[src/core/mip_pkg.sv]
// Contract
// Pin request clear bit means low level sensitive; set means falling edges only.
// Hold hardware requests pending until the current instruction completes.
// Serial, transfer, accumulator and timer-wrap vectors FFD6 to FFDF, locally gated.
// Compares FFE0-FFE9, captures FFEA-FFEF, periodic tick FFF0, locally gated.
// Pin NMI FFF4, trap FFF6, illegal FFF8, watchdog FFFA, clock FFFC, reset FFFE.
// Merge serial causes on one vector, each under its own enable; receive full and overrun share one enable.
// Pin request and strobe handshake share vector FFF2; only strobe is gated.
// Fifteen sources masked by I; each on-chip source also needs its enable.
// Trap not fetched while a request pends; once begun, nothing preempts it.
// Illegal opcodes raise a non-maskable request to the illegal vector.
// Reset sets both X and I mask bits.
// Software may clear X by transfer to flags, never set it.
// Servicing an I source sets I and leaves X unchanged.
// Servicing the pin NMI sets both X and I.
// Return from service restores X and I to their stacked values.
// Pin NMI ranks above every I-maskable source.
// Fixed order: reset, clock fail, watchdog, illegal, pin NMI.
// Promoted source ranks first among I sources, keeps masks and vector.
// Promote register is writable only while I is one.
// Clock failure resets only while monitor enable set; enable always writable.
// Protected option bits take one write within 64 cycles of reset; here they take any write while special_test_mode is high.
// Promote field resets to 0101, promoting the pin request.
// Promote code selects exactly one I source.
// Present only the single highest-ranked request and its vector.
package mip_pkg;
  localparam logic [2:0] ADDR_CFG = 3'h0, ADDR_PROMO = 3'h1;
  localparam logic [2:0] ADDR_EN_PER = 3'h2, ADDR_EN_TMR = 3'h3;
  localparam logic [2:0] ADDR_EN_SER = 3'h4, ADDR_STATUS = 3'h5;
  localparam logic [2:0] ADDR_VEC_LO = 3'h6;
  localparam int CFG_EDGE = 5, CFG_CME = 3;
  localparam logic [7:0] CFG_RESET = 8'h10;
  localparam logic [7:0] CFG_PROT_MASK = 8'h33;
  localparam logic [7:0] CFG_FREE_MASK = 8'hC8;
  localparam int WINDOW_CYC = 64;
  localparam logic [3:0] PROMO_RESET = 4'h5;
  localparam int EN_SPI = 0, EN_PAI = 1, EN_PAOV = 2, EN_TOF = 3;
  localparam int EN_RTI = 4, EN_STRB = 5;
  localparam int EN_CMP_LSB = 0, EN_CAP_LSB = 5;
  localparam int EN_RX = 0, EN_IDLE = 1, EN_TXE = 2, EN_TXC = 3;
  localparam int NUM_ISRC = 15;
  localparam int SRC_IRQ = 0, SRC_RTI = 1, SRC_IC1 = 2, SRC_OC1 = 5;
  localparam int SRC_TOF = 10, SRC_PAOV = 11, SRC_PAI = 12;
  localparam int SRC_SPI = 13, SRC_SCI = 14;
  localparam logic [15:0] VEC_SCI = 16'hFFD6, VEC_SPI = 16'hFFD8;
  localparam logic [15:0] VEC_PAI = 16'hFFDA, VEC_PAOV = 16'hFFDC;
  localparam logic [15:0] VEC_TOF = 16'hFFDE, VEC_OC5 = 16'hFFE0;
  localparam logic [15:0] VEC_OC4 = 16'hFFE2, VEC_OC3 = 16'hFFE4;
  localparam logic [15:0] VEC_OC2 = 16'hFFE6, VEC_OC1 = 16'hFFE8;
  localparam logic [15:0] VEC_IC3 = 16'hFFEA, VEC_IC2 = 16'hFFEC;
  localparam logic [15:0] VEC_IC1 = 16'hFFEE, VEC_RTI = 16'hFFF0;
  localparam logic [15:0] VEC_IRQ = 16'hFFF2, VEC_PSEUDO_NONMASKABLE_PIN = 16'hFFF4;
  localparam logic [15:0] VEC_SWI = 16'hFFF6, VEC_ILL = 16'hFFF8;
  localparam logic [15:0] VEC_WDF = 16'hFFFA, VEC_CMF = 16'hFFFC;
  localparam logic [15:0] VEC_RESET = 16'hFFFE;
  typedef enum logic [1:0] {
    ST_IDLE = 2'b00, ST_PRESENT = 2'b01, ST_SWI = 2'b10
  } mip_state_e;
  typedef enum logic [2:0] {
    CLS_RESET = 3'b000, CLS_CMF = 3'b001, CLS_WDF = 3'b010,
    CLS_ILL = 3'b011, CLS_PSEUDO_NONMASKABLE_PIN = 3'b100, CLS_SWI = 3'b101,
    CLS_IBIT = 3'b110
  } mip_cls_e;
  function automatic logic [15:0] ivec(input logic [3:0] idx);
    case (idx)
      4'h0: ivec = VEC_IRQ;
      4'h1: ivec = VEC_RTI;
      4'h2: ivec = VEC_IC1;
      4'h3: ivec = VEC_IC2;
      4'h4: ivec = VEC_IC3;
      4'h5: ivec = VEC_OC1;
      4'h6: ivec = VEC_OC2;
      4'h7: ivec = VEC_OC3;
      4'h8: ivec = VEC_OC4;
      4'h9: ivec = VEC_OC5;
      4'hA: ivec = VEC_TOF;
      4'hB: ivec = VEC_PAOV;
      4'hC: ivec = VEC_PAI;
      4'hD: ivec = VEC_SPI;
      default: ivec = VEC_SCI;
    endcase
  endfunction
  function automatic logic [3:0] promo_to_idx(input logic [3:0] code);
    case (code)
      4'h0: promo_to_idx = 4'hA;
      4'h1: promo_to_idx = 4'hB;
      4'h2: promo_to_idx = 4'hC;
      4'h3: promo_to_idx = 4'hD;
      4'h4: promo_to_idx = 4'hE;
      4'h7: promo_to_idx = 4'h1;
      4'h8: promo_to_idx = 4'h2;
      4'h9: promo_to_idx = 4'h3;
      4'hA: promo_to_idx = 4'h4;
      4'hB: promo_to_idx = 4'h5;
      4'hC: promo_to_idx = 4'h6;
      4'hD: promo_to_idx = 4'h7;
      4'hE: promo_to_idx = 4'h8;
      4'hF: promo_to_idx = 4'h9;
      // Reserved code falls back to the pin request
      default: promo_to_idx = 4'h0;
    endcase
  endfunction
endpackage

[src/core/mip_sync2.sv]
module mip_sync2 #(
  parameter int W = 1,
  parameter logic [W-1:0] RST_VAL = '1
) (
  input wire logic clock,
  input wire logic nrst,
  input wire logic [W-1:0] d,
  output logic [W-1:0] q
);
  logic [W-1:0] meta_reg;
  initial begin
    if (W < 1) $error("mip_sync2: W must be positive");
  end
  always_ff @(posedge clock) begin
    if (!nrst) begin
      meta_reg <= RST_VAL;
      q <= RST_VAL;
    end else begin
      meta_reg <= d;
      q <= meta_reg;
    end
  end
endmodule

[src/core/mip_prio.sv]
module mip_prio #(
  parameter int N = mip_pkg::NUM_ISRC
) (
  input wire logic [N-1:0] req,
  input wire logic [3:0] promo_code,
  output logic hit,
  output logic [3:0] idx
);
  logic [3:0] pidx;
  initial begin
    if (N != mip_pkg::NUM_ISRC) $error("mip_prio: N must be 15");
  end
  always_comb begin
    pidx = mip_pkg::promo_to_idx(promo_code);
    hit = |req;
    idx = 4'h0;
    // Lowest index wins among the fixed order
    for (int k = N - 1; k >= 0; k--) begin
      if (req[k]) idx = 4'(k);
    end
    if (req[pidx]) idx = pidx;
  end
endmodule

[src/core/mip_top.sv]
module mip_top (
  input wire logic clock,
  input wire logic nrst,
  input wire logic [2:0] reg_addr,
  input wire logic [7:0] reg_wdata,
  input wire logic reg_wr,
  input wire logic reg_rd,
  output logic [7:0] reg_rdata,
  input wire logic special_test_mode,
  input wire logic ext_request_n_pin,
  input wire logic pseudo_nonmaskable_pin_n,
  input wire logic clock_slow_detect,
  input wire logic watchdog_fail,
  input wire logic illegal_opcode,
  input wire logic insn_boundary,
  input wire logic swi_begin,
  input wire logic tap_write,
  input wire logic tap_x,
  input wire logic tap_i,
  input wire logic rti_exec,
  input wire logic rti_x,
  input wire logic rti_i,
  input wire logic vector_taken,
  input wire logic serial_periph_req,
  input wire logic accum_edge_req,
  input wire logic accum_overflow_req,
  input wire logic timer_wrap_req,
  input wire logic [4:0] compare_req,
  input wire logic [2:0] capture_req,
  input wire logic periodic_tick_req,
  input wire logic strobe_handshake_req,
  input wire logic rx_full_req,
  input wire logic rx_overrun_req,
  input wire logic line_idle_req,
  input wire logic tx_empty_req,
  input wire logic tx_done_req,
  output logic irq_valid,
  output logic [15:0] irq_vector,
  output logic x_mask,
  output logic i_mask,
  output logic swi_fetch_ok,
  output logic clock_monitor_reset
);
  ////////////////////////////////////////////////////////////////////////////
  logic [7:0] cfg_reg;
  logic [3:0] promo_reg;
  logic [7:0] en_per_reg;
  logic [7:0] en_tmr_reg;
  logic [3:0] en_ser_reg;
  logic cfg_once_reg;
  logic [6:0] win_cnt_reg;
  logic window_open;
  logic prot_ok;
  logic [2:0] pins_sync;
  logic ext_n_sync;
  logic pseudo_nonmaskable_pin_n_sync;
  logic slow_sync;
  logic ext_prev_reg;
  logic ext_fall;
  logic edge_flag_reg;
  logic ext_req;
  logic sci_req;
  logic irq_src;
  logic [mip_pkg::NUM_ISRC-1:0] ireq;
  logic [mip_pkg::NUM_ISRC-1:0] ireq_masked;
  logic ihit;
  logic [3:0] widx;
  logic rst_pend_reg;
  logic cmf_pend_reg;
  logic wdf_pend_reg;
  logic ill_pend_reg;
  logic any_next;
  logic [15:0] vec_next;
  mip_pkg::mip_cls_e cls_next;
  mip_pkg::mip_cls_e cls_reg;
  mip_pkg::mip_state_e state_reg;
  logic [3:0] sel_idx_reg;
  logic take;
  logic [7:0] rd_mux;
  logic clock_monitor_enable;
  logic edge_mode;

  assign clock_monitor_enable = cfg_reg[mip_pkg::CFG_CME];
  assign edge_mode = cfg_reg[mip_pkg::CFG_EDGE];
  assign take = vector_taken && irq_valid;

  ////////////////////////////////////////////////////////////////////////////
  // Pins arrive from outside the clock domain
  mip_sync2 #(.W(3), .RST_VAL(3'h7)) u_sync (
    .clock(clock),
    .nrst(nrst),
    .d({clock_slow_detect, pseudo_nonmaskable_pin_n, ext_request_n_pin}),
    .q(pins_sync)
  );
  assign ext_n_sync = pins_sync[0];
  assign pseudo_nonmaskable_pin_n_sync = pins_sync[1];
  assign slow_sync = pins_sync[2];

  ////////////////////////////////////////////////////////////////////////////
  // Protected option bits: one write inside the window after reset, any write while special_test_mode is high
  always_ff @(posedge clock) begin
    if (!nrst) begin
      win_cnt_reg <= 7'h00;
    end else if (win_cnt_reg != 7'(mip_pkg::WINDOW_CYC)) begin
      win_cnt_reg <= win_cnt_reg + 7'h01;
    end
  end
  assign window_open = !cfg_once_reg &&
                       (win_cnt_reg != 7'(mip_pkg::WINDOW_CYC));
  assign prot_ok = special_test_mode || window_open;

  always_ff @(posedge clock) begin
    if (!nrst) begin
      cfg_once_reg <= 1'b0;
    end else if (reg_wr && reg_addr == mip_pkg::ADDR_CFG) begin
      cfg_once_reg <= 1'b1;
    end
  end

  always_ff @(posedge clock) begin
    if (!nrst) begin
      cfg_reg <= mip_pkg::CFG_RESET;
    end else if (reg_wr && reg_addr == mip_pkg::ADDR_CFG) begin
      // Bit 2 is not implemented and stays zero
      if (prot_ok) begin
        cfg_reg <= reg_wdata &
                   (mip_pkg::CFG_PROT_MASK | mip_pkg::CFG_FREE_MASK);
      end else begin
        cfg_reg <= (cfg_reg & mip_pkg::CFG_PROT_MASK) |
                   (reg_wdata & mip_pkg::CFG_FREE_MASK);
      end
    end
  end

  // Changing priority with I clear could race a resolution in flight
  always_ff @(posedge clock) begin
    if (!nrst) begin
      promo_reg <= mip_pkg::PROMO_RESET;
    end else if (reg_wr && reg_addr == mip_pkg::ADDR_PROMO && i_mask) begin
      promo_reg <= reg_wdata[3:0];
    end
  end

  always_ff @(posedge clock) begin
    if (!nrst) begin
      en_per_reg <= 8'h00;
      en_tmr_reg <= 8'h00;
      en_ser_reg <= 4'h0;
    end else if (reg_wr) begin
      if (reg_addr == mip_pkg::ADDR_EN_PER) en_per_reg <= reg_wdata;
      if (reg_addr == mip_pkg::ADDR_EN_TMR) en_tmr_reg <= reg_wdata;
      if (reg_addr == mip_pkg::ADDR_EN_SER) en_ser_reg <= reg_wdata[3:0];
    end
  end

  ////////////////////////////////////////////////////////////////////////////
  // Pin request: level or falling edge
  always_ff @(posedge clock) begin
    if (!nrst) ext_prev_reg <= 1'b1;
    else ext_prev_reg <= ext_n_sync;
  end
  assign ext_fall = ext_prev_reg && !ext_n_sync;

  // A new edge in the clearing cycle survives
  always_ff @(posedge clock) begin
    if (!nrst) begin
      edge_flag_reg <= 1'b0;
    end else if (edge_mode && ext_fall) begin
      edge_flag_reg <= 1'b1;
    end else if (take && cls_reg == mip_pkg::CLS_IBIT &&
                 sel_idx_reg == 4'(mip_pkg::SRC_IRQ)) begin
      edge_flag_reg <= 1'b0;
    end
  end
  assign ext_req = edge_mode ? edge_flag_reg : !ext_n_sync;

  ////////////////////////////////////////////////////////////////////////////
  // Local gating of the I-maskable sources; the pin request passes ungated
  assign sci_req =
    ((rx_full_req || rx_overrun_req) && en_ser_reg[mip_pkg::EN_RX]) ||
    (line_idle_req && en_ser_reg[mip_pkg::EN_IDLE]) ||
    (tx_empty_req && en_ser_reg[mip_pkg::EN_TXE]) ||
    (tx_done_req && en_ser_reg[mip_pkg::EN_TXC]);
  assign irq_src = ext_req ||
    (strobe_handshake_req && en_per_reg[mip_pkg::EN_STRB]);

  always_comb begin
    ireq = '0;
    ireq[mip_pkg::SRC_IRQ] = irq_src;
    ireq[mip_pkg::SRC_RTI] = periodic_tick_req &&
                             en_per_reg[mip_pkg::EN_RTI];
    ireq[mip_pkg::SRC_IC1 +: 3] = capture_req &
                                  en_tmr_reg[mip_pkg::EN_CAP_LSB +: 3];
    ireq[mip_pkg::SRC_OC1 +: 5] = compare_req &
                                  en_tmr_reg[mip_pkg::EN_CMP_LSB +: 5];
    ireq[mip_pkg::SRC_TOF] = timer_wrap_req && en_per_reg[mip_pkg::EN_TOF];
    ireq[mip_pkg::SRC_PAOV] = accum_overflow_req &&
                              en_per_reg[mip_pkg::EN_PAOV];
    ireq[mip_pkg::SRC_PAI] = accum_edge_req && en_per_reg[mip_pkg::EN_PAI];
    ireq[mip_pkg::SRC_SPI] = serial_periph_req &&
                             en_per_reg[mip_pkg::EN_SPI];
    ireq[mip_pkg::SRC_SCI] = sci_req;
  end
  assign ireq_masked = ireq & {mip_pkg::NUM_ISRC{!i_mask}};

  mip_prio #(.N(mip_pkg::NUM_ISRC)) u_prio (
    .req(ireq_masked),
    .promo_code(promo_reg),
    .hit(ihit),
    .idx(widx)
  );

  ////////////////////////////////////////////////////////////////////////////
  // Non-maskable causes latch until their vector is taken
  always_ff @(posedge clock) begin
    if (!nrst) rst_pend_reg <= 1'b1;
    else if (take && cls_reg == mip_pkg::CLS_RESET) rst_pend_reg <= 1'b0;
  end
  always_ff @(posedge clock) begin
    if (!nrst) cmf_pend_reg <= 1'b0;
    else if (clock_monitor_enable && !slow_sync) cmf_pend_reg <= 1'b1;
    else if (take && cls_reg == mip_pkg::CLS_CMF) cmf_pend_reg <= 1'b0;
  end
  always_ff @(posedge clock) begin
    if (!nrst) wdf_pend_reg <= 1'b0;
    else if (watchdog_fail) wdf_pend_reg <= 1'b1;
    else if (take && cls_reg == mip_pkg::CLS_WDF) wdf_pend_reg <= 1'b0;
  end
  always_ff @(posedge clock) begin
    if (!nrst) ill_pend_reg <= 1'b0;
    else if (illegal_opcode) ill_pend_reg <= 1'b1;
    else if (take && cls_reg == mip_pkg::CLS_ILL) ill_pend_reg <= 1'b0;
  end
  always_ff @(posedge clock) begin
    if (!nrst) clock_monitor_reset <= 1'b0;
    else clock_monitor_reset <= clock_monitor_enable && !slow_sync;
  end

  ////////////////////////////////////////////////////////////////////////////
  // Priority resolution, one winner
  always_comb begin
    any_next = 1'b1;
    vec_next = mip_pkg::VEC_RESET;
    cls_next = mip_pkg::CLS_RESET;
    if (rst_pend_reg) begin
      vec_next = mip_pkg::VEC_RESET;
    end else if (cmf_pend_reg) begin
      vec_next = mip_pkg::VEC_CMF;
      cls_next = mip_pkg::CLS_CMF;
    end else if (wdf_pend_reg) begin
      vec_next = mip_pkg::VEC_WDF;
      cls_next = mip_pkg::CLS_WDF;
    end else if (ill_pend_reg) begin
      vec_next = mip_pkg::VEC_ILL;
      cls_next = mip_pkg::CLS_ILL;
    end else if (!pseudo_nonmaskable_pin_n_sync && !x_mask) begin
      vec_next = mip_pkg::VEC_PSEUDO_NONMASKABLE_PIN;
      cls_next = mip_pkg::CLS_PSEUDO_NONMASKABLE_PIN;
    end else if (ihit) begin
      vec_next = mip_pkg::ivec(widx);
      cls_next = mip_pkg::CLS_IBIT;
    end else begin
      any_next = 1'b0;
    end
  end

  // Requests are only sampled at an instruction boundary
  always_ff @(posedge clock) begin
    if (!nrst) begin
      state_reg <= mip_pkg::ST_IDLE;
      irq_valid <= 1'b0;
      irq_vector <= 16'h0000;
      cls_reg <= mip_pkg::CLS_RESET;
      sel_idx_reg <= 4'h0;
    end else begin
      case (state_reg)
        mip_pkg::ST_IDLE: begin
          if (swi_begin) begin
            state_reg <= mip_pkg::ST_SWI;
            irq_valid <= 1'b1;
            irq_vector <= mip_pkg::VEC_SWI;
            cls_reg <= mip_pkg::CLS_SWI;
          end else if (insn_boundary && any_next) begin
            state_reg <= mip_pkg::ST_PRESENT;
            irq_valid <= 1'b1;
            irq_vector <= vec_next;
            cls_reg <= cls_next;
            sel_idx_reg <= widx;
          end
        end
        mip_pkg::ST_PRESENT, mip_pkg::ST_SWI: begin
          // Vector stays frozen until the sequencer takes it
          if (vector_taken) begin
            state_reg <= mip_pkg::ST_IDLE;
            irq_valid <= 1'b0;
          end
        end
        default: begin
          state_reg <= mip_pkg::ST_IDLE;
          irq_valid <= 1'b0;
        end
      endcase
    end
  end

  always_ff @(posedge clock) begin
    if (!nrst) swi_fetch_ok <= 1'b0;
    else swi_fetch_ok <= !any_next && state_reg == mip_pkg::ST_IDLE;
  end

  ////////////////////////////////////////////////////////////////////////////
  // Mask bits; hardware setting on service outranks the instructions
  always_ff @(posedge clock) begin
    if (!nrst) begin
      x_mask <= 1'b1;
    end else if (take && cls_reg == mip_pkg::CLS_PSEUDO_NONMASKABLE_PIN) begin
      x_mask <= 1'b1;
    end else if (rti_exec) begin
      x_mask <= rti_x;
    end else if (tap_write) begin
      x_mask <= x_mask && tap_x;
    end
  end
  always_ff @(posedge clock) begin
    if (!nrst) begin
      i_mask <= 1'b1;
    end else if (take && cls_reg != mip_pkg::CLS_RESET) begin
      i_mask <= 1'b1;
    end else if (rti_exec) begin
      i_mask <= rti_i;
    end else if (tap_write) begin
      i_mask <= tap_i;
    end
  end

  ////////////////////////////////////////////////////////////////////////////
  always_comb begin
    case (reg_addr)
      mip_pkg::ADDR_CFG: rd_mux = cfg_reg;
      mip_pkg::ADDR_PROMO: rd_mux = {4'h0, promo_reg};
      mip_pkg::ADDR_EN_PER: rd_mux = en_per_reg;
      mip_pkg::ADDR_EN_TMR: rd_mux = en_tmr_reg;
      mip_pkg::ADDR_EN_SER: rd_mux = {4'h0, en_ser_reg};
      // Valid, X, I, window open, edge latched
      mip_pkg::ADDR_STATUS: rd_mux = {irq_valid, x_mask, i_mask,
                                      window_open, edge_flag_reg, 3'h0};
      mip_pkg::ADDR_VEC_LO: rd_mux = irq_vector[7:0];
      default: rd_mux = 8'h00;
    endcase
  end
  always_ff @(posedge clock) begin
    if (!nrst) reg_rdata <= 8'h00;
    else if (reg_rd) reg_rdata <= rd_mux;
    else reg_rdata <= 8'h00;
  end
endmodule

[config.mk]
export PLATFORM = sky130hd
export DESIGN_NAME = mip_top
export DESIGN_NICKNAME = d
export VERILOG_FILES = /design/src/core/mip_pkg.sv /design/src/core/mip_sync2.sv /design/src/core/mip_prio.sv /design/src/core/mip_top.sv
export SDC_FILE = /design/constraint.sdc
export NUM_CORES = 1
export LEC_CHECK = 0
export BUFFER_PORTS_ARGS = -buffer_cell sky130_fd_sc_hd__buf_2
export CAP_MARGIN = 20
export CORE_MARGIN = 2
export CORE_UTILIZATION = 45
export CTS_CLUSTER_DIAMETER = 80
export DETAILED_ROUTE_END_ITERATION = 7
export GPL_TIMING_DRIVEN = 0
export PLACE_DENSITY_LB_ADDON = 0.12
export SLEW_MARGIN = 20
export SYNTH_ARGS = -nofsm -noshare
export SYNTH_HDL_FRONTEND = slang
export SYNTH_SLANG_ARGS = --single-unit
[constraint.sdc]
create_clock -name clock -period 2.7 [get_ports clock]
set_clock_uncertainty 0.05 [all_clocks]
set_input_delay 0 -clock clock [delete_from_list [all_inputs] [get_ports clock]]
set_output_delay 0 -clock clock [all_outputs]
set_load 0.01 [all_outputs]
**Word-level counts from Yosys, hierarchy flattened**

Memories as Yosys holds them, arrays and structs flattened. A register that Yosys moved wholly into a read port is not among the register bits.
Index checks and enable logic that the tools add are counted.

- Word-level logic and storage cells: 181
- Bits in read-only memories: 144
- Input bits: 49
- Output and inout bits: 29
- Flip-flop bits (word level): 90
- Memories kept: 2

Memories:

| name | depth | bits a word | rd ports | clocked after Yosys merged registers in | write ports | RTL line | source |
|---|---|---|---|---|---|---|---|
| (no name shown) | 16 | 5 | 1 | 0 | 0 | mip_pkg.sv:65 | `case (idx)` |
| (no name shown) | 16 | 4 | 1 | 1 | 0 | mip_pkg.sv:84 | `case (code)` |

- Magnitude comparators: 1
- Multiplexer cells: 65
- Bitwise logic cells: 6
- Equality and inequality tests: 16
- Reduce and logical (&&, ||, !) cells: 65
- Add/sub/neg operators: 1

Operator list:

| operator | number |
|---|---|
| $mux 16 | 8 |
| $mux 4 | 18 |
| $pmux 8 s7 | 1 |
| $logic_and 1x1->1 | 30 |
| $mux 3 | 8 |
| $mux 1 | 23 |
| $and 15x15->15 | 1 |
| $eq 3x3->1 const B | 5 |
| $reduce_or 15->1 | 1 |
| $eq 3x2->1 const B | 4 |
| $reduce_and 2->1 | 6 |
| $reduce_bool 2->1 | 6 |
| $mux 8 | 1 |
| $or 6x8->8 | 1 |
| $add 7x1->7 const B | 1 |
| $logic_not 1->1 | 7 |
| $ne 7x7->1 const B | 1 |
| $eq 3x1->1 const B | 2 |
| $logic_not 3->1 | 2 |
| $logic_or 1x1->1 | 6 |
| $mux 2 | 3 |
| $reduce_or 2->1 | 3 |
| $and 5x5->5 | 1 |
| $lt 4x5->1 const B | 1 |
| other kinds (13) | 14 |

**Longest topological paths before layout**

An unclocked memory read counts as a cell.

- Depth in word-level cells: 31
- Depth in mapped cells: 11
- Depth with buffers taken out: 10

**Hierarchy**

Synthesis repeated with hierarchy kept, for this count alone.

- Cell total of the unflattened synthesis: 492
- Area total of the unflattened synthesis: 4098.9 µm²

Modules (own cells, without submodules):

| module | seq. area each (µm²) | area each (µm²) | instances | cells each |
|---|---|---|---|---|
| mip_top | 1461.4 | 3455.8 | 1 | 410 |
| mip_prio | 0.0 | 485.5 | 1 | 70 |
| mip_sync2 | 120.1 | 157.7 | 1 | 12 |

**Worst setup path before layout**

OpenSTA, ideal clock, no wires.

- Path type: flip-flop to flip-flop
- From: register en_ser_reg[1]
- To: register irq_vector[4]
- Stages on the path, launching flop included: 11
- Data required time: 2531 ps
- Path buffers: 0
- Clock period less this slack: 2515 ps
- Arrival: 2346 ps
- Setup slack: 185 ps
- Library setup time: 119 ps
- Cell sequence: dfxtp_1 > a222oi_1 > a2111o_1 > o311ai_1 > o211a_2 > or4_4 > and2_2 > ha_1 > inv_1 > mux2i_1 > o221a_2

- Cells in the longest elaborated chain, start to end: 30
- Elaborated cells between the ends (all ways): 42
- Classes of those cells: mux: 32; bitwise: 1; reduce/logical: 8; memory: 1

Ends and longest elaborated chain:

| item | RTL line | source |
|---|---|---|
| start, declared | mip_top.sv:49 | `logic [3:0] en_ser_reg;` |
| start signal, assigned | mip_top.sv:152 | `if (reg_addr == mip_pkg::ADDR_EN_SER) en_ser_reg <= reg_wdata[3:0];` |
| $logic_and 1x1->1 * | mip_top.sv:181 | `(line_idle_req && en_ser_reg[mip_pkg::EN_IDLE]) \|\|` |
| $logic_or 1x1->1 * | mip_top.sv:180 | `((rx_full_req \|\| rx_overrun_req) && en_ser_reg[mip_pkg::EN_RX]) \|\|` |
| $logic_or 1x1->1 * | mip_top.sv:181 |  |
| $logic_or 1x1->1 * | mip_top.sv:182 | `(tx_empty_req && en_ser_reg[mip_pkg::EN_TXE]) \|\|` |
| $and 15x15->15 * | mip_top.sv:204 | `assign ireq_masked = ireq & {mip_pkg::NUM_ISRC{!i_mask}};` |
| $mux 4 (15 in series) | mip_prio.sv:19 | `if (req[k]) idx = 4'(k);` |
| $mux 4 | mip_prio.sv:21 | `if (req[pidx]) idx = pidx;` |
| $mem_v2 16x5 | -- |  |
| $mux 16 | mip_top.sv:259 | `end else if (ihit) begin` |
| $mux 16 | mip_top.sv:256 | `end else if (!pseudo_nonmaskable_pin_n_sync && !x_mask) begin` |
| $mux 16 | mip_top.sv:253 | `end else if (ill_pend_reg) begin` |
| $mux 16 | mip_top.sv:250 | `end else if (wdf_pend_reg) begin` |
| $mux 16 | mip_top.sv:247 | `end else if (cmf_pend_reg) begin` |
| $mux 16 | mip_top.sv:245 | `if (rst_pend_reg) begin` |
| $mux 16 | mip_top.sv:283 | `end else if (insn_boundary && any_next) begin` |
| $mux 16 | mip_top.sv:278 | `if (swi_begin) begin` |
| end signal, assigned | mip_top.sv:281 | `irq_vector <= mip_pkg::VEC_SWI;` |
| end signal, assigned | mip_top.sv:286 | `irq_vector <= vec_next;` |
| end, declared | mip_top.sv:38 | `output logic [15:0] irq_vector,` |

Mark *: on every way between the ends. The rest lies on a longest branch, timed or not. The select of a mux whose other input is x is not followed.
A chain may end at the register's enable or synchronous reset.

**Final worst setup path**

Ends and elaborated chain as after synthesis.

==> Flow_metrics.wiki <==
{| class="wikitable"
! Metric !! Value
|-
| Run status || finished with violations
|-
| Violated checks || setup timing
|-
| Register area share after synthesis || 39.7%
|-
| Startpoint of the lowest-slack register-to-register path || en_ser_reg[1]
|-
| Most instantiated flip-flop cell in the synthesis netlist || dfxtp_1
|-
| Die area || 10100 um^2
|-
| Highest attainable clock frequency || 367 MHz
|-
| Post-synthesis share of cell area spent on full adders, half adders and majority gates || 1.79%
|-
| Combinational family with the most area after synthesis || compound AO/OA/AOI/OAI gates
|-
| Standard cell with the maximum stage delay on the critical path || mux2i_2
|-
| Post-route fraction of the period consumed by the critical path || 101%
|-
| Starting utilization of the core area || 45.9%
|-
| Wire length per cell after detailed routing || 17.5 um
|-
| Total power per unit cell area || 517 nW/um^2
|-
| First-pass GRT wire length || 19200 um
|-
| Count of flip-flops with a built-in enable after synthesis || 0
|-
| Weighted congestion at the end of routability-driven global placement || 0.988
|-
| Leading cell types by total area after synthesis || dfxtp_1 40%, nand2_1 6.6%, mux2i_1 5.7%, a21boi_0 3.2%, nor2b_1 3.1%
|-
| Routed Antenna Nets || 0
|-
| Later-pin clock latency in the skew report || 0.35 ns
|-
| Maximum number of pins on one net before global-route repair || 14
|-
| Post-synthesis share of cell area spent on and, or, nand and nor gates || 21.1%
|-
| Fraction of registers with async set or reset after synthesis || 0%
|-
| Min-Delay Path Class || primary input to flop
|-
| Antenna violations before repair || 0
|-
| Top cell type's share of synthesized area || 39.7%
|-
| Syn_nets || 528
|-
| Critical path cell sequence || a222oi_1 -> buf_4 -> a2111o_1 -> o311ai_4 -> o211a_4 -> buf_4 -> nor2_1 -> mux2i_2 -> ha_1 -> mux2i_1 -> o221a_2
|-
| Flop-to-flop setup slack || -0.02 ns
|-
| Area after detailed placement || 4700 um^2
|-
| Worst r2r dst || irq_vector[4]
|-
| Pins Over Slew Limit || 0
|-
| Fraction of synthesized area in multiplexers || 8.53%
|-
| Detail Placement HPWL || 9010 um
|-
| Smallest hold slack || 0.0190 ns
|-
| Mapped Cells || 473
|-
| Number of fill cells in the layout || 864
|-
| Setup Viol. Count Final || 3
|-
| 1st-iter DRT viols || 254
|-
| Crit path max fanout || 3
|-
| Chip width || 100 um
|-
| Post-detailed-route via-to-cell ratio || 5.71
|-
| Number of storage elements in the synthesis netlist || 83
|-
| Buffers on Ports || 75
|-
| Inserted Clock Buffers || 9
|-
| Headroom to the max-slew limit || 47.0%
|-
| Worst stage delay on the critical path || 0.39 ns
|-
| Startpoint type of the worst setup path || flop
|-
| I/O pin total || 78
|-
| TNS Setup || -0.0332 ns
|-
| Cell row count || 35
|-
| IR drop worst, VDD || 290 uV
|-
| Die boundary height || 100 um
|-
| Fraction of layout cells with a size suffix above 1 || 24.1%
|-
| Worst setup path end || irq_vector[4]
|-
| Netlist cell types || 70
|-
| Core area || 9110 um^2
|-
| Final cell count without fillers || 700
|-
| Final Power || 2.68 mW
|-
| Syn_area_per_cell || 8.84 um^2
|-
| Area growth, synth to finish || 23.8%
|-
| Least-Margin Pin Slew || 0.784 ns
|-
| Root buf cell || clkbuf_8
|-
| Cell seen most often among critical-path stages || buf_4
|-
| Final WL || 12300 um
|-
| Number of diodes || 0
|-
| Setup repair after global routing missed its margin || true
|-
| Fin nets || 639
|-
| Yosys warning count || 0
|-
| Critical Path Source || en_ser_reg[1]
|-
| Start-to-end type of the worst setup path || flop to flop
|-
| Sink count of the clock tree || 83
|-
| Max-cap viol count || 0
|-
| Leakage Power || 2.09 nW
|-
| Final number of hold-violating endpoints || 0
|-
| Overall track demand over capacity in global routing || 24.7%
|-
| H-tree depth || 3
|-
| Vias in the first global route || 3888
|-
| GR Overflow Total || 0
|-
| Clock-pin slew on the worst setup and hold paths || 0.08 ns
|-
| Post-layout instance area || 5180 um^2
|-
| Maximum count of clock buffers along a single path || 2
|-
| Number of search-and-repair iterations in the first detailed-routing pass || 5
|-
| Endpoint class of the critical path || flop
|-
| Min Tclk post-route || 2.72 ns
|-
| Residual DRC || 0
|-
| Share of the synthesized area in compound gates (AO/OA/AOI/OAI) || 21.6%
|-
| Area of the mapped netlist || 4180 um^2
|-
| Yosys top cell by area || dfxtp_1
|-
| Xor-xnor portion of the synthesized cell area || 1.26%
|-
| Arrival time at the worst endpoint || 2.92 ns
|-
| Final setup slack of the worst path || -0.0213 ns
|-
| Number of cells on the worst reg-to-reg path || 11
|-
| CTS tree || yes
|-
| Via count of the routed design || 3996
|-
| # placed instances || 659
|-
| Required time at the worst-slack endpoint || 2.90 ns
|}
[cell type report]
type	instances	area (um^2)	share of cell area, %
Clock buffer	13	169	3.26
Buffer	32	205	3.96
Clock inverter	3	18.8	0.362
Inverter	11	41.3	0.797
Multi-Input combinational cell	347	2330	45.0
Sequential cell	83	1670	32.2
Timing Repair Buffer	100	608	11.7
Tap cell	111	139	2.68
[kinds of logic after synthesis]
kind of cell / count (synthesis)
other cells: 1
compound gates: 122
buf+inv: 43
fa+ha+maj: 6
xor+xnor: 6
flops: 83
mux: 31
simple gates: 181
[what timing repair did]
action / in CTS / in global routing
endpoints found under the hold margin: 37 / 0
setup endpoints to repair: 3 / 4
gates resized for setup: 1 / 14
pin swaps: 2 / 5
hold buffers: 18 / 0
setup buffers: 2 / 5
[placed cells by master (no fill, tap or decap), types with 11 or more instances in the layout]
master         instances
nor2_1                32
buf_4                 17
a21oi_1               20
dlygate4sd3_1         18
o21ai_0               14
dfxtp_1               80
mux2i_1               23
a21boi_0              17
nor2b_1               21
nand2b_1              11
clkbuf_8              16
nand3_1               13
clkbuf_1              15
buf_2                 75
nand2_1               72
[routing by layer]
layer	GRT usage, %	part of all wire [%]	up-vias
met5	0	0	-
met2	40.5	46	159
met1	31.4	44	1890
met4	10.1	2.2	0
met3	5.71	6.9	23
li1	-	-	1924
[synth_stat cells (2+ instances only)]
| library cell | instances |
|---|---|
| a21oi_1 | 20 |
| o21ai_0 | 14 |
| nand3b_1 | 4 |
| nand3_1 | 13 |
| nor4_1 | 3 |
| nand2b_1 | 11 |
| a211oi_1 | 6 |
| nor2b_1 | 21 |
| nand2_1 | 73 |
| a21boi_0 | 18 |
| mux2i_1 | 24 |
| o211ai_1 | 5 |
| xnor2_1 | 3 |
| o22a_1 | 2 |
| a32o_1 | 2 |
| ha_1 | 6 |
| xor2_1 | 3 |
| a22oi_1 | 3 |
| a221oi_1 | 5 |
| buf_4 | 10 |
| dfxtp_1 | 83 |
| and3_1 | 3 |
| inv_1 | 11 |
| buf_1 | 3 |
| mux4_2 | 2 |
| clkbuf_8 | 4 |
| a211oi_2 | 2 |
| o221a_2 | 5 |
| a31oi_1 | 5 |
| o41ai_1 | 2 |
| mux2_2 | 4 |
| a311oi_1 | 3 |
| o21a_1 | 7 |
| and2_1 | 7 |
| a22o_1 | 2 |
| nor3_1 | 5 |
| o311ai_0 | 2 |
| clkbuf_1 | 14 |
| nor2_1 | 32 |
[critical path: cells and delay by family, from the launching register on]
kind | cells | cell delay (ns)
buffers and inverters | 2 | 0.33
muxes | 2 | 0.47
adders and majority gates | 1 | 0.22
DFF | 1 | 0.33
AOI/OAI and AO/OA | 5 | 1.04
and+or+nand+nor | 1 | 0.18
[stage by stage]
stage / setup slack [ns] / util [%]
after detailed placement: -0.407 / 51.6
after global placement: -0.355 / 51.6
after CTS: 0.0379 / 55.8
after global routing: -0.0978 / 56.9
final: -0.0213 / 56.9
after floorplan: 0.185 / -
[how the worst min path moves through the flow]
stage / cells past startpoint / slack [ns] / endpoint / startpoint
2_1_floorplan: 1 / 0.05 / u_sync.meta_reg[0] / ext_request_n_pin
3_3_place_gp: 2 / 0.13 / u_sync.meta_reg[2] / clock_slow_detect
3_5_place_dp: 2 / 0.14 / u_sync.meta_reg[2] / clock_slow_detect
4_1_cts: 3 / 0.01 / cls_reg[2] / insn_boundary
5_1_grt: 3 / 0.02 / cls_reg[2] / insn_boundary
6_report: 2 / 0.02 / promo_reg[0] / nrst
[where the power goes]
group | switching, mW | leakage (nW) | internal [mW]
Clock | 0.441 | 0.0998 | 0.411
Sequential | 0.0783 | 0.680 | 1.28
Combinational | 0.233 | 1.31 | 0.228
Total | 0.752 | 2.09 | 1.92
Power figures use the tool's default switching activity.
